$ cat src/rtl/ccc_regs.svh
// named constants of the checksum command handler: codes, layouts, bases
// assumes inclusion by bare name from the design modules
`ifndef CCC_REGS_SVH
`define CCC_REGS_SVH

// mailbox indices of the request
`define CCC_MB_CMD        3'h0
`define CCC_MB_PARAM      3'h1
`define CCC_MB_SEED_HI    3'h2
`define CCC_MB_SEED_LO    3'h3
`define CCC_MB_START_HI   3'h4
`define CCC_MB_START_LO   3'h5
`define CCC_MB_END_HI     3'h6
`define CCC_MB_END_LO     3'h7
`define CCC_MB_COUNT      8
`define CCC_MB_LAST       5'h07

// response mailbox indices on the five-bit read index
`define CCC_RSP_STATUS    5'h01
`define CCC_RSP_SIG_HI    5'h02
`define CCC_RSP_SIG_LO    5'h03

// command byte: five-bit code sits in bits 7:3, so code 0x04 reads as byte 0x20
`define CCC_CMD_CODE_MSB  7
`define CCC_CMD_CODE_LSB  3
`define CCC_CMD_CHECKSUM  5'h04

// parameter byte: memory-space field in bits 7:5
`define CCC_MEM_MSB       7
`define CCC_MEM_LSB       5
`define CCC_MEM_FLASH_LO  3'h0
`define CCC_MEM_ROM       3'h1
`define CCC_MEM_RAM       3'h2
`define CCC_MEM_FLASH_HI  3'h6

// base addresses of the memory spaces
`define CCC_BASE_FLASH_LO 24'h000000
`define CCC_BASE_ROM      24'h300000
`define CCC_BASE_RAM      24'h800000
`define CCC_BASE_FLASH_HI 24'h010000

// least span in bytes, given as end minus start
`define CCC_MIN_SPAN_M1   16'h0003

// status byte: completion flag bit 7, error code 6:4, low nibble zero
`define CCC_STAT_IDLE     8'h00
`define CCC_STAT_OK       8'h80
`define CCC_STAT_LOW      4'h0
`define CCC_ERR_NONE      3'h0
`define CCC_ERR_SECURITY  3'h1
`define CCC_ERR_RANGE     3'h2
`define CCC_ERR_PARAM     3'h3
`define CCC_ERR_COMMAND   3'h4

// signature polynomial
`define CCC_CRC_POLY      16'h1021

`endif

$ cat src/rtl/ccc_pkg.sv
// types of the checksum command handler
// assumes the constants header sits beside it
package ccc_pkg;
    typedef enum logic {
        CCC_IDLE = 1'b0,
        CCC_RUN  = 1'b1
    } ccc_state_type;

    typedef logic [7:0] ccc_byte_type;
endpackage : ccc_pkg

$ cat src/rtl/ccc_checksum_command.sv
// checksum command handler: mailbox request, memory walk, mailbox response
// assumes mailbox and memory ports driven by logic on i_clock;
// only i_resetn comes from outside and is synchronised here
`timescale 1ns/100ps
`include "ccc_regs.svh"

module ccc_checksum_command
    import ccc_pkg::*;
(
    input  wire logic        i_clock,        // 200 MHz clock
    input  wire logic        i_resetn,       // async reset, active low
    input  wire logic        i_mbox_wr,      // mailbox write strobe
    input  wire logic [4:0]  i_mbox_addr,    // mailbox write index
    input  wire logic [7:0]  i_mbox_wdata,   // mailbox write data
    input  wire logic [4:0]  i_mbox_rd_addr, // mailbox read index
    input  wire logic        i_cmd_go,       // packet complete, start pulse
    input  wire logic        i_security_en,  // device security enabled
    input  wire logic [7:0]  i_mem_data,     // byte at o_mem_addr
    input  wire logic        i_mem_valid,    // i_mem_data is valid
    output logic      [7:0]  o_mbox_rdata,   // mailbox read data, one cycle late
    output logic             o_busy,         // checksum running
    output logic             o_done,         // one-cycle completion pulse
    output logic             o_mem_req,      // memory read request
    output logic      [23:0] o_mem_addr      // memory byte address
);
    // reset release through two flops
    logic       rst_meta_r;
    logic       rst_n_r;

    always_ff @(posedge i_clock or negedge i_resetn) begin
        if (!i_resetn) begin
            rst_meta_r <= 1'b0;
            rst_n_r    <= 1'b0;
        end else begin
            rst_meta_r <= 1'b1;
            rst_n_r    <= rst_meta_r;
        end
    end

    // state
    ccc_state_type state_r;
    ccc_state_type state_nxt;
    ccc_byte_type  mbox_r [`CCC_MB_COUNT];
    logic [7:0]    status_r;
    logic [7:0]    status_nxt;
    logic [15:0]   crc_r;
    logic [15:0]   crc_nxt;
    logic [15:0]   crc_step;
    logic [23:0]   addr_r;
    logic [23:0]   addr_nxt;
    logic [23:0]   end_addr_r;
    logic [23:0]   end_addr_nxt;
    logic          resp_r;
    logic          resp_nxt;
    logic          done_nxt;
    logic [7:0]    rdata_nxt;

    // request field decode
    wire        idle       = (state_r == CCC_IDLE);
    wire        wr_ok      = i_mbox_wr && idle && (i_mbox_addr <= `CCC_MB_LAST);
    wire        go         = i_cmd_go && idle;
    wire [4:0]  cmd_code   = mbox_r[`CCC_MB_CMD][`CCC_CMD_CODE_MSB:`CCC_CMD_CODE_LSB];
    wire [2:0]  mem_sel    = mbox_r[`CCC_MB_PARAM][`CCC_MEM_MSB:`CCC_MEM_LSB];
    wire [15:0] seed       = {mbox_r[`CCC_MB_SEED_HI], mbox_r[`CCC_MB_SEED_LO]};
    wire [15:0] start_off  = {mbox_r[`CCC_MB_START_HI], mbox_r[`CCC_MB_START_LO]};
    wire [15:0] end_off    = {mbox_r[`CCC_MB_END_HI], mbox_r[`CCC_MB_END_LO]};

    // memory space to base address
    wire        sel_flo    = (mem_sel == `CCC_MEM_FLASH_LO);
    wire        sel_rom    = (mem_sel == `CCC_MEM_ROM);
    wire        sel_ram    = (mem_sel == `CCC_MEM_RAM);
    wire        sel_fhi    = (mem_sel == `CCC_MEM_FLASH_HI);
    wire        mem_ok     = sel_flo | sel_rom | sel_ram | sel_fhi;
    wire [23:0] base       = sel_rom ? `CCC_BASE_ROM :
                             sel_ram ? `CCC_BASE_RAM :
                             sel_fhi ? `CCC_BASE_FLASH_HI : `CCC_BASE_FLASH_LO;
    wire [23:0] first_addr = base + {8'h00, start_off};
    wire [23:0] last_addr  = base + {8'h00, end_off};

    // span check: end below start or fewer than four bytes
    wire [16:0] span       = {1'b0, end_off} - {1'b0, start_off};
    wire        range_bad  = span[16] || (span[15:0] < `CCC_MIN_SPAN_M1);

    // abort cause, security first
    wire [2:0]  go_err     = i_security_en             ? `CCC_ERR_SECURITY :
                             (cmd_code != `CCC_CMD_CHECKSUM) ? `CCC_ERR_COMMAND :
                             !mem_ok                   ? `CCC_ERR_PARAM :
                             range_bad                 ? `CCC_ERR_RANGE :
                                                         `CCC_ERR_NONE;

    // one byte of the checksum
    ccc_crc_step #(
        .POLY (`CCC_CRC_POLY)
    ) u_step (
        .i_crc  (crc_r),
        .i_data (i_mem_data),
        .o_crc  (crc_step)
    );

    wire        take_byte  = (state_r == CCC_RUN) && i_mem_valid;
    wire        last_byte  = take_byte && (addr_r == end_addr_r);

    // sequencer
    always_comb begin
        state_nxt    = state_r;
        status_nxt   = status_r;
        crc_nxt      = crc_r;
        addr_nxt     = addr_r;
        end_addr_nxt = end_addr_r;
        resp_nxt     = resp_r;
        done_nxt     = 1'b0;
        unique case (state_r)
            CCC_IDLE: begin
                if (wr_ok && (i_mbox_addr[2:0] == `CCC_MB_CMD)) begin
                    resp_nxt = 1'b0;                      // new packet hides old answer
                end
                if (go) begin
                    resp_nxt = 1'b1;
                    if (go_err != `CCC_ERR_NONE) begin
                        status_nxt = {1'b1, go_err, `CCC_STAT_LOW};
                        done_nxt   = 1'b1;
                    end else begin
                        status_nxt   = `CCC_STAT_IDLE;
                        crc_nxt      = seed;
                        addr_nxt     = first_addr;
                        end_addr_nxt = last_addr;
                        state_nxt    = CCC_RUN;
                    end
                end
            end
            CCC_RUN: begin
                if (take_byte) begin
                    crc_nxt  = crc_step;
                    addr_nxt = addr_r + 24'h000001;
                end
                if (last_byte) begin
                    status_nxt = `CCC_STAT_OK;
                    done_nxt   = 1'b1;
                    state_nxt  = CCC_IDLE;
                end
            end
        endcase
    end

    // response view of the mailboxes
    always_comb begin
        rdata_nxt = 8'h00;
        if (i_mbox_rd_addr <= `CCC_MB_LAST) begin
            rdata_nxt = mbox_r[i_mbox_rd_addr[2:0]];
        end
        if (resp_r) begin
            unique case (i_mbox_rd_addr)
                `CCC_RSP_STATUS: rdata_nxt = status_r;
                `CCC_RSP_SIG_HI: rdata_nxt = crc_r[15:8];
                `CCC_RSP_SIG_LO: rdata_nxt = crc_r[7:0];
                default: rdata_nxt = rdata_nxt;
            endcase
        end
    end

    // request mailboxes, written only while idle
    always_ff @(posedge i_clock or negedge rst_n_r) begin
        if (!rst_n_r) begin
            for (int i = 0; i < `CCC_MB_COUNT; i++) begin
                mbox_r[i] <= 8'h00;
            end
        end else if (wr_ok) begin
            mbox_r[i_mbox_addr[2:0]] <= i_mbox_wdata;
        end
    end

    // sequencer and output registers
    always_ff @(posedge i_clock or negedge rst_n_r) begin
        if (!rst_n_r) begin
            state_r      <= CCC_IDLE;
            status_r     <= `CCC_STAT_IDLE;
            crc_r        <= 16'h0000;
            addr_r       <= 24'h000000;
            end_addr_r   <= 24'h000000;
            resp_r       <= 1'b0;
            o_done       <= 1'b0;
            o_busy       <= 1'b0;
            o_mem_req    <= 1'b0;
            o_mem_addr   <= 24'h000000;
            o_mbox_rdata <= 8'h00;
        end else begin
            state_r      <= state_nxt;
            status_r     <= status_nxt;
            crc_r        <= crc_nxt;
            addr_r       <= addr_nxt;
            end_addr_r   <= end_addr_nxt;
            resp_r       <= resp_nxt;
            o_done       <= done_nxt;
            o_busy       <= (state_nxt == CCC_RUN);
            o_mem_req    <= (state_nxt == CCC_RUN);
            o_mem_addr   <= addr_nxt;
            o_mbox_rdata <= rdata_nxt;
        end
    end
endmodule : ccc_checksum_command

$ cat src/rtl/ccc_crc_step.sv
// one byte of a 16-bit crc, most significant bit first, no final inversion
// assumes a caller that registers the result
`timescale 1ns/100ps
`include "ccc_regs.svh"

module ccc_crc_step
    import ccc_pkg::*;
#(
    parameter logic [15:0] POLY = `CCC_CRC_POLY
) (
    input  wire logic [15:0] i_crc,    // running value
    input  wire logic [7:0]  i_data,   // byte to fold in
    output logic      [15:0] o_crc     // updated value
);
    // eight shift steps, data bit 7 first
    always_comb begin
        logic [15:0] c;
        c = i_crc ^ {i_data, 8'h00};
        for (int k = 0; k < 8; k++) begin
            c = c[15] ? ({c[14:0], 1'b0} ^ POLY) : {c[14:0], 1'b0};
        end
        o_crc = c;
    end
endmodule : ccc_crc_step

$ cat config.mk
export PLATFORM = sky130hd
export DESIGN_NAME = ccc_checksum_command
export DESIGN_NICKNAME = d
export VERILOG_FILES = /design/src/rtl/ccc_pkg.sv /design/src/rtl/ccc_checksum_command.sv /design/src/rtl/ccc_crc_step.sv
export VERILOG_INCLUDE_DIRS = /design/src /design/src/rtl
export SDC_FILE = /design/constraint.sdc
export NUM_CORES = 1
export LEC_CHECK = 0
export ABC_AREA = 0
export BUFFER_PORTS_ARGS = -buffer_cell sky130_fd_sc_hd__clkbuf_2
export CAP_MARGIN = 25
export CORE_MARGIN = 4
export CORE_UTILIZATION = 62
export CTS_BUF_LIST = sky130_fd_sc_hd__clkbuf_2
export DETAILED_ROUTE_END_ITERATION = 8
export PLACE_DENSITY = 0.83
export SYNTH_ARGS = -nofsm -noshare
export SYNTH_HDL_FRONTEND = slang
export SYNTH_SLANG_ARGS = --single-unit
$ cat constraint.sdc
create_clock -name i_clock -period 5.94 [get_ports i_clock]
set_input_delay 0.594 -clock i_clock [delete_from_list [all_inputs] [get_ports i_clock]]
set_output_delay 0.594 -clock i_clock [all_outputs]
set_load 0.05 [all_outputs]
==> results list, run 1 <==
- For this run, the leading register cell type out of synthesis is dfrtp_1.
- Dividing the detail-routed via count by the number of cells gives about 6.6.
* Wire per inst: about 21 µm
* Buffering stage count on the worst path with inverters included: 2
- Maxcap violations: 0
- Subtracting the final worst setup slack from the clock period gives approximately 4300 ps.
- Yosys mapped the design onto 68 distinct sky130hd cell types.
- The detailed router put a total of approximately 10000 µm of wire on met1.
- Synthesis produced a netlist whose cell count is roughly 850.
* Die area: ~15000 µm²
- Signal routing reaches up to met4.
- Post-route cell area: between 9000 and 10000 µm²
- Floorplan row count: 42
- Worst path setup slack after routing: approximately 1600 ps
- At the later pin of the worst-skew pair, clock insertion delay measures approximately 750 ps.
- Fin Setup TNS: 0 ps
- The H-tree generated during clock tree synthesis spans 4 levels.
- Count of flip-flops with a built-in enable after synthesis: 0
* Number of max-slew violations in the final report: 0
- Residual antenna-violating net count after detailed routing: 0
- Routed wire length: approximately 23000 µm
- Delay of the slowest cell on the worst path: between 800 and 900 ps
* PwrDens: around 340 nW/µm²
* Count of yosys warnings during synthesis: 0
- Buffers inserted during clock tree synthesis total 17.
* Vias: between 7000 and 8000
- Cells traversed along the worst timing path: inv_1, ha_1, fa_1, and2b_1, o211ai_4, a211o_1, a31oi_1, o21ai_0, a21oi_1, o2111a_2, buf_4, mux2_2, nor2_1
* Layout overhead on the synthesized area: 8.007%
- Placement-stage worst setup slack: about 1700 ps
- The worst hold path passes through 2 cells.
* Critical Path Sink Type: register
- The first global-routing pass estimated 36720 µm of wire.
- Post-synth design cell area: roughly 8400 µm²
- The detailed router finished its first iteration with 853 violations.
- Area after DPL: between 8000 and 9000 µm²
- Critical path class: register to register
* Fraction of final layout cells sized beyond drive strength 1: between 20% and 30%
* Seq cells post-synth: 140
- Global routing used 29.95% of the available tracks across all layers.
- RSZ-0062 raised after global routing: false
* Result of the run: finished clean
* Top-level port count: 67
* Pin slew with the least headroom to its limit: a little under 900 ps
* Ratio of final minimum period to clock period: 72.57%
* Pin count of the biggest net entering global routing: about 90
* Total congestion overflow after global routing: 0
- Once the floorplan was initialized, standard cells occupied a little under two thirds of the core.
* HP Class: input pin to register
- Kind of cell adding the most delay to the critical path: compound AO/OA/AOI/OAI gates
- Number of global-route vias before repair: around 6700
- Asr flop ratio synth: between 90% and 100%
- Summed over all cells, the static leakage comes to about 4.1 nW.
- Slew margin rel.: 40.71%
- Buffers inserted by post-CTS timing repair: 0
* Maximum buffer depth of the clock tree: 2
* Portion of the post-synthesis area used by sequential elements: between 40% and 50%
* Startpoint type of the worst setup path: register
- After synthesis, the mean cell area works out to ~9.9 µm².
- Final number of setup-violating endpoints: 0
* Routed length on met3: around 2200 µm
* Clock input transition at the sequential cells of the worst setup and hold paths: between 200 and 250 ps
- From left edge to right edge, the die measures ~120 µm.
- Counting the fill cells in the layout gives approximately 1100.
- Clock tree from TritonCTS: yes
- The tree is rooted in a clkbuf_2.
- Max frequency: approximately 230 MHz
* Endpoints failing hold: 0
- Drt pass-1 iters: 5
- The count of buffers added on input and output ports is 66.
- Across the VDD grid, the largest voltage drop is 0.1319 mV.
- Post-detail-place hpwl: 16730 µm
- The final layout contains ~940 nets.
* Antenna violations before repair: 0
- After layout, the design draws a total of roughly 0.0031 W.
* Clock skew after layout: about 34 ps
* Number of clock sinks: between 100 and 150
* Nets in the synthesized netlist: about 900
- Number of cells on the worst reg-to-reg path: 13
- Summed over all nets, wire length on met2 after detailed routing comes to 10370 µm.
- After floorplanning, the core was sized to cover 13240 µm².
- Last weighted congestion value of the routability-driven placer: 0.9701
* Data arrival time of the critical path: roughly 5000 ps
- Die extent in y: between 100 and 150 µm
- The largest individual stage delay along the critical path comes from the cell o2111a_2.
- For this run, design rule violations remaining after detail routing come to 0.
- Number of cells after detailed placement: between 1000 and 1500
* Largest driver fanout on the critical path: 38
- Stages on worst setup path: 13
- Non-Filler Instances: between 1000 and 1500
- For the worst setup path, the data required time is 6640 ps.
==> cells in the mapped netlist (17+ instances only) <==
cell type / number / area share (%)
nand2_1: 108 / 4.8
xor2_1: 34 / 3.5
o21ai_0: 33 / 2.0
a211oi_1: 33 / 2.9
nor2_1: 64 / 2.9
inv_1: 32 / 1.4
dfrtp_1: 140 / 42
ha_1: 17 / 2.5
a21oi_1: 22 / 1.3
mux2_2: 67 / 9.0
o31ai_1: 20 / 1.8
mux2i_1: 17 / 2.0
nand3_1: 17 / 1.0
clkbuf_1: 40 / 1.8
==> layer usage <==
layer	track usage, %	vias to the layer above
met5	0	-
met4	9.542	0
met3	7.461	70
met2	44.50	398
met1	43.50	3462
li1	-	3198
==> through the flow <==
stage | util, % | hold WS [ps]
2_1_floorplan | - | 298.4
6_report | 68.57 | 84.54
4_1_cts | 68.13 | 59.68
3_3_place_gp | 66.47 | 339.2
5_1_grt | 68.55 | 49.79
3_5_place_dp | 66.47 | 343.6
==> cell type report <==
cell class	count	area, µm²	share of cell area, %
Timing Repair Buffer	77	455.4	5.016
Clock inverter	14	120.1	1.323
Sequential cell	140	3508	38.64
Tap cell	176	220.2	2.425
Multi-Input combinational cell	626	4563	50.25
Inverter	32	120.1	1.323
Antenna cell	1	2.502	0.02756
Clock buffer	18	90.09	0.9921
==> timing repair <==
action / 4_1_cts / 5_1_grt
endpoints found under the hold margin: 2 / 0
hold buffers: 1 / 0
gates resized for setup: 0 / 0
==> cells in the final DEF (no fill, tap or decap), types with 14 or more instances in the layout <==
| cell type | count |
|---|---|
| mux2i_1 | 17 |
| inv_1 | 32 |
| a21oi_1 | 22 |
| nor2_1 | 64 |
| xor2_1 | 34 |
| nor3_1 | 16 |
| xnor2_1 | 14 |
| nand2_1 | 108 |
| o31ai_1 | 20 |
| clkbuf_2 | 84 |
| dfrtp_1 | 138 |
| mux4_2 | 15 |
| nand3_1 | 17 |
| a211oi_1 | 33 |
| o21ai_0 | 33 |
| mux2_2 | 67 |
| ha_1 | 17 |
==> worst paths after layout <==
path                                     to  slack, ps     startpoint
worst max-delay path             addr_r[16]       1630     end_off[0]
worst min-delay path            status_r[6]         80  i_security_en
worst max register to register   addr_r[16]       1630     end_off[0]
worst min register to register      rst_n_r        380     rst_meta_r
max in group asynchronous         addr_r[8]       4330        rst_n_r
min in group asynchronous           rst_n_r        130       i_resetn
==> registers in the layout, indices dropped and copies added (netlist names) <==
signal	cells
end_addr_r	19
mbox_r	43
crc_r	16
state_r	1
addr_r	24
status_r	4
rst_n_r	1
o_mbox_rdata	8
resp_r	1
cmd_code	5
o_done	1
rst_meta_r	1
end_off	16
==> report_power, final <==
group          internal (W)  total, W  switching (W)
logic              0.000506   0.00125       0.000740
clock network      0.000154  0.000517       0.000363
registers           0.00111   0.00136       0.000249
total               0.00177   0.00312        0.00135
==> worst register-to-register path, stage by stage (launching register included) <==
cell	delay, ps
dfrtp_1	400
inv_1	80
ha_1	240
fa_1	410
and2b_1	300
o211ai_4	100
a211o_1	340
a31oi_1	220
o21ai_0	100
a21oi_1	370
o2111a_2	830
buf_4	420
mux2_2	370
nor2_1	100
==> cell families (layout without fill, tap and decap cells) <==
kind of cell             count (synthesis)  after routing  synth area share (%)
other                                    1              2               0.04461
multiplexers                           100            100                 15.15
XOR/XNOR                                48             48                 5.001
adder cells (fa/ha/maj)                 18             18                 2.768
AND/OR/NAND/NOR                        279            279                 15.70
AO/OA/AOI/OAI                          180            180                 15.39
flip-flops                             140            140                 41.67
buffers and inverters                   87            141                 4.271
Note: power is estimated with default switching activity, not from simulation.
==> run 2, diff against run 1 <==
CORE_UTILIZATION = 57   (was 62)
PLACE_DENSITY = 0.8   (was 0.83)
clock period = 3.5 ns   (was 5.94 ns; I/O delays follow)
==> run 2 against run 1 <==
Effect of this change: the flow now finishes with violations (setup timing); global-route usage decreased by 0.89 points; power grew 80%; first-iteration DRC count is 5.7% higher; clock skew barely moved; clock power up 83%; wire length rose by 5.6%; critical path depth is 1 lower.
==> results list, run 2 (synthesized netlist as in run 1, its figures left out) <==
* First-pass GRT wire length: between 30000 and 40000 µm
- Number of DRC markers in iteration 0: 902
* Port bufs: between 60 and 70
- Top-level port count: 67
* FF-to-FF Start: mbox_r[16]
- Of all nets on the critical path, the largest fanout is 43.
- The tool flagged a number of max-cap violations equal to 0.
- The routed design has ~25000 µm of wire.
- Crit path time final: 3502 ps
- The number of cells on the worst reg-to-reg path is 12.
- Maximum buffer depth of the clock tree: 2
- Die extent in y: about 130 µm
- Vias: about 7500
* Pin slew with the least headroom to its limit: just over 900 ps
- Clock root buffer: clkbuf_2
- Die area: between 15000 and 20000 µm²
* Reg2reg setup slack: -2 ps
- Vias per cell: 6.387
- Number of clock sinks: 140
- Capturing element of the worst setup path: addr_r[16]
- Setup repair after global routing could not meet its margin everywhere.
- The register with the most flip-flops in the layout has 43 of them.
* Largest vdd supply drop: between 0.2 and 0.25 mV
- Floorplan row count: 44
- Area of the core: 14480 µm²
* Max frequency: about 290 MHz
- Overall track demand over capacity in global routing: approximately 29%
* Slew margin rel.: 39.01%
- Startpoint type of the worst setup path: register
- Final number of setup-violating endpoints: 1
- Clock input transition at the sequential cells of the worst setup and hold paths: approximately 260 ps
* Critical Path Sink Type: register
- Last weighted congestion value of the routability-driven placer: around 0.97
- The top cell types in the final layout, fill and taps aside, are 138 x dfrtp_1, 101 x nand2_1, 83 x clkbuf_2.
* Overall Power: roughly 0.0056 W
* Layout overhead on the synthesized area: 18.38%
- Residual antenna-violating net count after detailed routing: 0
* Register ranked first by flip-flop count: mbox_r
- At the end of the flow, the number of nets in the layout was 1027.
- The final hold violation count came to 0.
- The die is roughly 130 µm wide.
- Post-detail-place hpwl: approximately 18000 µm
- Fill cells in the final layout number approximately 1100.
- Summed over all cells, the static leakage comes to 4.605 nW.
* Critical path class: register to register
* Violated checks: setup timing
* Number of global-route vias before repair: 6785
- The initial utilization of the core area, before any placement, comes to 58.06%.
* PwrDens: 563.7 nW/µm²
* Drt pass-1 iters: 9
* Total congestion overflow after global routing: 0
- Counting the buffers created by CTS gives 17.
- Fin Setup TNS: -2.113 ps
- CTS HTree Levels: 4
- Result of the run: finished, violations left
- In the routed design, unresolved DRC markers number 0.
* Wire per inst: 20.87 µm
- Worst path setup slack after routing: -2.113 ps
- Number of max-slew violations in the final report: 0
- The initial antenna violation count came to 1.
- Most common library cell in the layout ignoring fill and taps: dfrtp_1
* Pin count of the biggest net entering global routing: slightly above 80
- TritonCTS built the clock tree.
- Fraction of final layout cells sized beyond drive strength 1: 30.00%
- Worst reg2reg path endpoint: addr_r[16]
- Top flop regs: mbox_r: 43 flops, addr_r: 24 flops, end_addr_r: 19 flops
* Ratio of final minimum period to clock period: 100.1%
- Clock latency on the worst-skew pair: 770 ps
- Data arrival time of the critical path: 4200 ps
- In this run the worst setup path begins at mbox_r[16].
* Clock skew after layout: ~34 ps
- Worst EP required: 4200 ps
* HP Class: input pin to register
[run 2: layout make-up]
| type | count | area (µm²) | area share (%) |
|---|---|---|---|
| Sequential cell | 140 | 3508 | 35.25 |
| Tap cell | 184 | 230.2 | 2.313 |
| Multi-Input combinational cell | 626 | 4664 | 46.87 |
| Clock inverter | 15 | 147.6 | 1.484 |
| Inverter | 32 | 120.1 | 1.207 |
| Timing Repair Buffer | 160 | 1194 | 11.99 |
| Clock buffer | 17 | 85.08 | 0.8549 |
| Antenna cell | 1 | 2.502 | 0.02514 |
[run 2: per-stage QoR]
stage / hold slack, ps / instance area, µm² / worst slack (ps) / std cells / util (%)
floorplan: 54.41 / 8408 / 25.50 / 853 / -
global placement: 135.5 / 9278 / -103.2 / 1113 / 64.08
detailed placement: 136.5 / 9278 / -137.7 / 1113 / 64.08
CTS: 84.88 / 9702 / 25.49 / 1163 / 67.01
global route: 98.68 / 9952 / -115.8 / 1175 / 68.73
finish: 139.5 / 9952 / -2.113 / 1175 / 68.73
[run 2: how the worst min path moves through the flow]
stage | slack [ps] | endpoint | depth (start not counted) | start
final | 140 | mbox_r[30] | 5 | i_mbox_addr[1]
after global routing | 100 | crc_r[5] | 5 | i_mem_data[5]
after CTS | 80 | crc_r[5] | 5 | i_mem_data[5]
after detailed placement | 140 | rst_meta_r | 1 | i_resetn
after global placement | 140 | rst_meta_r | 1 | i_resetn
after floorplan | 50 | rst_meta_r | 0 | i_resetn
[run 2: metal layers]
| metal | track usage, % | vias to the layer above | wire length [µm] |
|---|---|---|---|
| li1 | - | 3368 | - |
| met1 | 42.65 | 3662 | 10570 |
| met2 | 42.77 | 412 | 11230 |
| met3 | 7.090 | 63 | 2125 |
| met4 | 9.352 | 0 | 589 |
| met5 | 0 | - | 0 |
[run 2: power breakdown]
group          switching [W]  internal, W
clock network       0.000714     0.000232
registers           0.000371      0.00189
logic                0.00135      0.00105
[run 2: worst max-delay path: stages (launching register included)]
cell and delay (ps):
dfrtp_1 470, ha_4 180, fa_2 350, and2b_2 270, o211ai_4 90, a21o_1 210
a2111oi_4 310, mux2i_1 120, or4_4 520, o2111a_2 320, buf_12 190, mux2_2 300
nor2_2 100
[run 2: timing repair]
action                                 4_1_cts  5_1_grt
setup buffers                                1        6
endpoints found under the hold margin       75        0
hold buffers                                17        0
setup endpoints to repair                   54       56
pin swaps                                    2        9
cloned                                       0        5
gates resized for setup                      5       31
